--- src/rtl/ipf_regs.svh ---
// Purpose: offsets, field positions and reset values of the priority registers
// Assumes: apb byte addresses, one aligned word per register
// Notes: none
`ifndef IPF_REGS_SVH
`define IPF_REGS_SVH
`define IPF_EXT1_OFS     12'h000
`define IPF_TMR_OFS      12'h004
`define IPF_ADDR_W       12
`define IPF_FLD_RST      3'h4
`define IPF_EXT1_LSB     0
`define IPF_T4_LSB       12
`define IPF_OC4_LSB      8
`define IPF_OC3_LSB      4
`define IPF_NSRC         4
`endif

--- src/rtl/ipf_pkg.sv ---
// Purpose: types of the priority field bank
// Assumes: none
// Notes: none
package ipf_pkg;
	typedef logic [2:0] ipf_level_t;
	typedef enum logic [1:0]
	{
		IPF_EXT1 = 2'h0,
		IPF_T4   = 2'h1,
		IPF_OC4  = 2'h2,
		IPF_OC3  = 2'h3
	} ipf_src_e;
endpackage

--- src/rtl/ipf_bank.sv ---
// Purpose: apb bank of interrupt priority fields
// Assumes: single clock, zero-wait apb slave
// Notes: source request lines and levels exposed for the arbiter
`timescale 1ns/1ps
`default_nettype none
`include "ipf_regs.svh"
module ipf_bank
(
	input  wire logic        mclk,
	input  wire logic        rst_b,
	input  wire logic        psel,
	input  wire logic        penable,
	input  wire logic        pwrite,
	input  wire logic [11:0] paddr,
	input  wire logic [31:0] pwdata,
	input  wire logic [3:0]  pstrb,
	output logic             pready,
	output logic             pslverr,
	output logic [31:0]      prdata,
	input  wire logic [3:0]  srcReq,
	output logic [3:0]       gatedReq,
	output logic [11:0]      levels
);
	logic        wrAcc;
	logic        hitExt;
	logic        hitTmr;
	logic [3:0]  wrEn;
	logic [11:0] wrVal;
	logic [3:0]  lowLane;
	logic [3:0]  highLane;
	logic [2:0]  lv [4];
	logic [15:0] rdExt;
	logic [15:0] rdTmr;
	logic [15:0] rdSel;
	logic [31:0] prdata_reg;
	logic        pslverr_reg;
	logic        setupPh;
	logic [31:0] prdata_next;
	logic        pslverr_next;

	function automatic logic [2:0] fieldOf(input logic [31:0] w, input int lsb);
		fieldOf = w[lsb +: 3];
	endfunction

	assign hitExt = (paddr == `IPF_EXT1_OFS);
	assign hitTmr = (paddr == `IPF_TMR_OFS);
	assign wrAcc = psel & penable & pwrite;
	assign lowLane = {4{pstrb[0]}};
	assign highLane = {4{pstrb[1]}};
	// byte lane 0 carries ext1 and oc3, lane 1 carries t4 and oc4
	assign wrEn[ipf_pkg::IPF_EXT1] = wrAcc & hitExt & lowLane[0];
	assign wrEn[ipf_pkg::IPF_T4] = wrAcc & hitTmr & highLane[0];
	assign wrEn[ipf_pkg::IPF_OC4] = wrAcc & hitTmr & highLane[1];
	assign wrEn[ipf_pkg::IPF_OC3] = wrAcc & hitTmr & lowLane[1];
	assign wrVal = {fieldOf(pwdata, `IPF_EXT1_LSB), fieldOf(pwdata, `IPF_T4_LSB),
		fieldOf(pwdata, `IPF_OC4_LSB), fieldOf(pwdata, `IPF_OC3_LSB)};

	genvar g;
	generate
		for (g = 0; g < `IPF_NSRC; g++)
		begin : gFld
			ipf_field uFld
			(
				.mclk         (mclk),
				.rst_b        (rst_b),
				.wrEn         (wrEn[g]),
				.wrData       (wrVal[11 - 3*g -: 3]),
				.srcReq       (srcReq[g]),
				.fieldEnabled (),
				.level        (lv[g]),
				.gatedReq     (gatedReq[g])
			);
		end
	endgenerate

	assign levels = {lv[3], lv[2], lv[1], lv[0]};
	// unimplemented bits are hard zero, no storage behind them
	assign rdExt = {13'h0000, lv[ipf_pkg::IPF_EXT1]};
	assign rdTmr = {1'h0, lv[ipf_pkg::IPF_T4], 1'h0, lv[ipf_pkg::IPF_OC4],
		1'h0, lv[ipf_pkg::IPF_OC3], 4'h0};
	assign rdSel = hitExt ? rdExt : (hitTmr ? rdTmr : 16'h0000);
	assign setupPh = psel & !penable;
	// data registered in setup so access phase has zero wait
	assign prdata_next = setupPh ? {16'h0000, rdSel} : prdata_reg;
	// unmapped offsets answer with an error, never a hang
	assign pslverr_next = setupPh ? !(hitExt | hitTmr) : pslverr_reg;

	always_ff @(posedge mclk or negedge rst_b)
	begin
		if (!rst_b)
			prdata_reg <= 32'h0000_0000;
		else
			prdata_reg <= prdata_next;
	end

	always_ff @(posedge mclk or negedge rst_b)
	begin
		if (!rst_b)
			pslverr_reg <= 1'h0;
		else
			pslverr_reg <= pslverr_next;
	end

	assign pready = 1'h1;
	assign prdata = prdata_reg;
	assign pslverr = pslverr_reg & psel & penable;
endmodule
`default_nettype wire

--- src/rtl/ipf_field.sv ---
// Purpose: one 3-bit priority field with its decoded request gate
// Assumes: write strobe is a one-cycle pulse
// Notes: reset loads priority 4
`timescale 1ns/1ps
`default_nettype none
`include "ipf_regs.svh"
module ipf_field
(
	input  wire logic                mclk,
	input  wire logic                rst_b,
	input  wire logic                wrEn,
	input  wire ipf_pkg::ipf_level_t wrData,
	input  wire logic                srcReq,
	output logic                     fieldEnabled,
	output ipf_pkg::ipf_level_t      level,
	output logic                     gatedReq
);
	ipf_pkg::ipf_level_t level_reg;
	always_ff @(posedge mclk or negedge rst_b)
	begin
		if (!rst_b)
			level_reg <= `IPF_FLD_RST;
		else if (wrEn)
			level_reg <= wrData;
	end
	assign level = level_reg;
	// code zero keeps the source from ever requesting
	assign fieldEnabled = (level_reg != 3'h0);
	assign gatedReq = srcReq & fieldEnabled;
endmodule
`default_nettype wire

--- config.mk ---
export PLATFORM = sky130hd
export DESIGN_NAME = ipf_bank
export DESIGN_NICKNAME = d
export VERILOG_FILES = /design/src/rtl/ipf_pkg.sv /design/src/rtl/ipf_bank.sv /design/src/rtl/ipf_field.sv
export VERILOG_INCLUDE_DIRS = /design/src /design/src/rtl
export SDC_FILE = /design/constraint.sdc
export NUM_CORES = 1
export LEC_CHECK = 0
export BUFFER_PORTS_ARGS = -buffer_cell sky130_fd_sc_hd__buf_2
export CAP_MARGIN = 10
export CORE_MARGIN = 5
export CORE_UTILIZATION = 30
export CTS_CLUSTER_DIAMETER = 60
export DETAILED_ROUTE_END_ITERATION = 6
export PLACE_DENSITY = 0.66
export SYNTH_ARGS = -nofsm -noshare
export SYNTH_HDL_FRONTEND = slang
export SYNTH_HIERARCHICAL = 1
export SYNTH_SLANG_ARGS = --single-unit
--- constraint.sdc ---
create_clock -name mclk -period 1 [get_ports mclk]
set_clock_uncertainty 0.05 [all_clocks]
set_input_delay 0.15 -clock mclk [delete_from_list [all_inputs] [get_ports mclk]]
set_output_delay 0.15 -clock mclk [all_outputs]
set_load 0.02 [all_outputs]
Word level (Yosys, flattened, before mapping) --
Cells that the tools add are included.
Storage, ports and cells: register bits after elaboration 29
Cells by class: equal/unequal tests 1, mux-type cells 2, bitwise operators 15, reductions and logical operators 7
Operators by type and width (count):
- two-way mux 15 bit | 2
- bitwise AND 1 bit | 14
- == test 12 x 3 -> 1 bit (second input constant) | 1
- logical NOT 12 bit | 1
- nonzero test 3 bit | 4
- logical NOT 1 bit | 2
- OR 1 bit | 1

Logic depth before layout (Yosys ltp) --
depth in word-level cells 4, mapped depth 5, gate-level depth less buffers 4

Hierarchy --
Netlist, hierarchy kept.
Modules (own cells, without submodules):
- ipf_bank | times used 1, cells an instance 91, area an instance 843.3 um^2, sequential area each 325.3 um^2
- ipf_field | times used 4, cells an instance 8, area an instance 126.4 um^2, sequential area each 76.3 um^2

Least setup slack after synthesis --
No wires, ideal clock.
path kind input-to-reg, start point input port paddr[8], end point register gFld[1].uFld.level_reg[0], setup time 0.125 ns, data arrival time 1.573 ns, slack -0.748 ns, cell stages on the path 4, path buffers 0, cell sequence nor4_4 -> nand3_4 -> nor3_1 -> mux2_2
On the way: cells in the longest elaborated chain, start to end 3
RTL lines:
- start: declaration | RTL line ipf_bank.sv:14 | input wire logic [11:0] paddr,
- == test 12 x 3 -> 1 bit (no line)
- bitwise AND 1 bit (2 in series) | RTL line ipf_bank.sv:52 | assign wrEn[ipf_pkg::IPF_T4] = wrAcc & hitTmr & highLane[0];
- net wrEn[1] | RTL line ipf_bank.sv:27 | logic [3:0] wrEn;
- end signal: assignment | RTL line ipf_field.sv:22 | level_reg <= `IPF_FLD_RST;
- end signal: assignment | RTL line ipf_field.sv:24 | level_reg <= wrData;
- end: declaration | RTL line ipf_field.sv:18 | ipf_pkg::ipf_level_t level_reg;
The timed path passes the listed nets, and every way through them passes these cells. A chain may end at the register's enable or synchronous reset.

Worst setup path after layout --
start point input port paddr[4], end point register gFld[0].uFld.level_reg[0]
On the way: cells in the longest elaborated chain, start to end 3
RTL lines:
- logical NOT 12 bit (no line)
- bitwise AND 1 bit (2 in series) | RTL line ipf_bank.sv:51 | assign wrEn[ipf_pkg::IPF_EXT1] = wrAcc & hitExt & lowLane[0];
- net wrEn[0] | RTL line ipf_bank.sv:27
- end signal: assignment | RTL line ipf_field.sv:22
- end signal: assignment | RTL line ipf_field.sv:24
- end: declaration | RTL line ipf_field.sv:18
The timed path passes the listed nets, and every way through them passes these cells.

==> summary.txt <==
Status
  • Result of the run: finished with violations
  • Violations in the final reports: setup timing

Min path
  • Launch point of the worst hold path: pwdata[14]
  • End of the worst hold path: gFld[1].uFld/level[2]
  • Hold Crit Class: in2reg
  • Hold path cells: 2

Die
  • Starting utilization of the core area: 30.6%
  • Site Rows: 24
  • Overall die area: 0.00584 sq mm
  • Area inside the core boundary: roughly 0.0043 sq mm
  • Die Y: roughly 76 microns
  • Num ports: between 100 and 150
  • Die X: 76.4 microns

Layout
  • Layout fillers: 355
  • Sequential cell area in the final layout: ~630 sq um
  • Diode count: 0
  • Area of the multi-input gates: 708 sq um
  • Layout cell share with drive strength beyond 1: 67.0%
  • Area growth syn-to-layout: 81.9%
  • Number of nets at the end of the flow: 282
  • Final core utilization: between 50% and 60%

Routing
  • Average detailed-routed wire length per instance: 13.8 microns
  • Drt initial violations: 9
  • Antenna-violating nets left: 0
  • Iteration count of the initial detailed-routing pass: 2
  • Via count: around 1200
  • Wire length after detailed routing: approximately 3.8 mm
  • DRC violation count after routing: 0
  • Vias per inst: between 4 and 5

Global routing
  • Maximum number of pins on one net before global-route repair: 26
  • Global-route usage over all layers: around 13%
  • Wire length of the first global-routing pass: 5.97 mm
  • Overflow left after global routing: 0
  • Via count of the first global-routing pass: 1268
  • Initial antenna violation count: 0

Clocking
  • CTS root buffer: clkbuf_8
  • TritonCTS clock tree: done
  • Max Root-Sink Buffers: 2
  • Number of buffers created by CTS: 3
  • Clock transition time at the flip-flop clock pins of the worst setup and hold paths: 0.10 ns
  • Worst skew pair latency: 0.28 ns
  • CTS sink count: 25
  • Deepest level of the CTS H-tree: 1

Timing
  • Final number of setup-violating endpoints: 45
  • Part of the cycle the worst path needs: 137%
  • Max Transition Viols Final: 0
  • Unrepaired setup endpoints after global routing: yes
  • Final worst-path setup slack: -0.369 ns
  • Number of hold violations in the final report: 0
  • Achievable Freq: between 0.7 and 0.8 GHz
  • Minimum clock period after layout: around 1.4 ns

Setup path
  • Worst Setup Path Type: in2reg
  • Kind of end point of the critical path: register
  • Category of the worst setup path launch point: input pin
  • Setup slack of the worst register-to-register path: -0.18 ns
  • Arrival @ worst endpoint: 1.49 ns
  • Critical R2R Capture: prdata[2]
  • Launch point of the worst reg-to-reg path: gFld[0].uFld/level[2]
  • Required time at the worst-slack endpoint: 1.12 ns
  • Maximum fanout along the worst path: 5
  • Reg2reg path depth: 3

Synthesis
  • Netlist area before placement: 0.00132 sq mm
  • Instance count of the mapped netlist: 119
  • Synthesized area divided by synthesized cell count: 11.1 sq um
  • Warnings from Yosys: 6

Place
  • Last weighted congestion value of the routability-driven placer: between 0.7 and 0.8
  • Minimum setup slack after placement: -0.683 ns
  • Detailed Place HPWL: 2.66 mm
  • Number of buffers inserted by port buffering: 63

Pwr
  • Static Leakage: 1.23 nW
  • Pwr per Cell Area: just over 800 mW/mm^2
  • Largest voltage drop on the vdd net: 0.000660 V
  • Power after layout: 1.95 mW

Run
  • Max-cap violations: 0
==> layout make-up <==
class,instances,share of cell area [%]
clock buffers,3,1.71
inverters,13,2.03
clock inverters,1,0.364
flip-flops and latches,25,26.3
repair buffers,104,37.5
multi-input cells,78,29.4
well taps,52,2.70
==> cell usage in the layout (no fill, tap or decap), types with 2 or more instances in the layout <==
| master | count |
|---|---|
| buf_6 | 49 |
| buf_2 | 31 |
| buf_4 | 22 |
| conb_1 | 21 |
| dfrtp_1 | 18 |
| nand2_1 | 14 |
| inv_1 | 9 |
| mux2_4 | 7 |
| o21ai_1 | 6 |
| mux2_2 | 5 |
| inv_2 | 4 |
| dfstp_2 | 4 |
| nor4_4 | 3 |
| o21ai_2 | 3 |
| o41ai_4 | 3 |
| clkbuf_8 | 3 |
| o31a_4 | 3 |
| dfrtp_2 | 3 |
| nor3_4 | 2 |
| nand3_1 | 2 |
| nand4_4 | 2 |
==> worst max-delay path by stage <==
stage	startpoint	end	slack, ns	cells past startpoint
6_report	paddr[4]	gFld[0].uFld/level[0]	-0.37	5
5_1_grt	paddr[4]	gFld[0].uFld/level[0]	-0.43	5
4_1_cts	paddr[4]	gFld[0].uFld/level[0]	-0.37	5
3_5_place_dp	paddr[4]	gFld[0].uFld/level[0]	-0.68	5
3_3_place_gp	paddr[4]	gFld[0].uFld/level[0]	-0.63	5
2_1_floorplan	paddr[8]	gFld[0].uFld/level[0]	-0.49	4
==> per-stage QoR <==
step	setup TNS (ns)	cells	hold slack, ns	cell area (sq um)
floorplan	-5.99	138	-0.196	1460
finish	-8.43	276	0.0434	2410
CTS	-8.20	270	0.0425	2310
global placement	-12.36	253	0.103	1860
global route	-10.36	276	0.0427	2410
detailed placement	-13.03	253	0.107	1860
==> power by group <==
group / internal [mW] / switching [mW] / total [mW]
logic: 0.102 / 0.180 / 0.282
registers: 1.01 / 0.000313 / 1.01
clock network: 0.293 / 0.361 / 0.654
==> routing by layer <==
layer  wire, microns  up-vias  track usage (%)
met3             390        7             4.26
li1                -      573                -
met5               0        -                0
met1            1330      576             13.3
met4              71        0             4.72
met2            2000       56             23.2
==> repair_timing <==
action | CTS | global route
setup endpoints to repair | 53 | 52
hold buffers | 1 | 0
buffers inserted | 13 | 12
gates resized for setup | 91 | 16
cloned | 1 | 0
pin swaps | 10 | 4
endpoints found under the hold margin | 21 | 0
==> worst max-delay path, stage by stage <==
cell and delay (ns):
buf_6 0.09, nor4_4 0.35, nand3_4 0.17, nor4_4 0.35, mux2_2 0.37
Power figures use the tool's default switching activity.
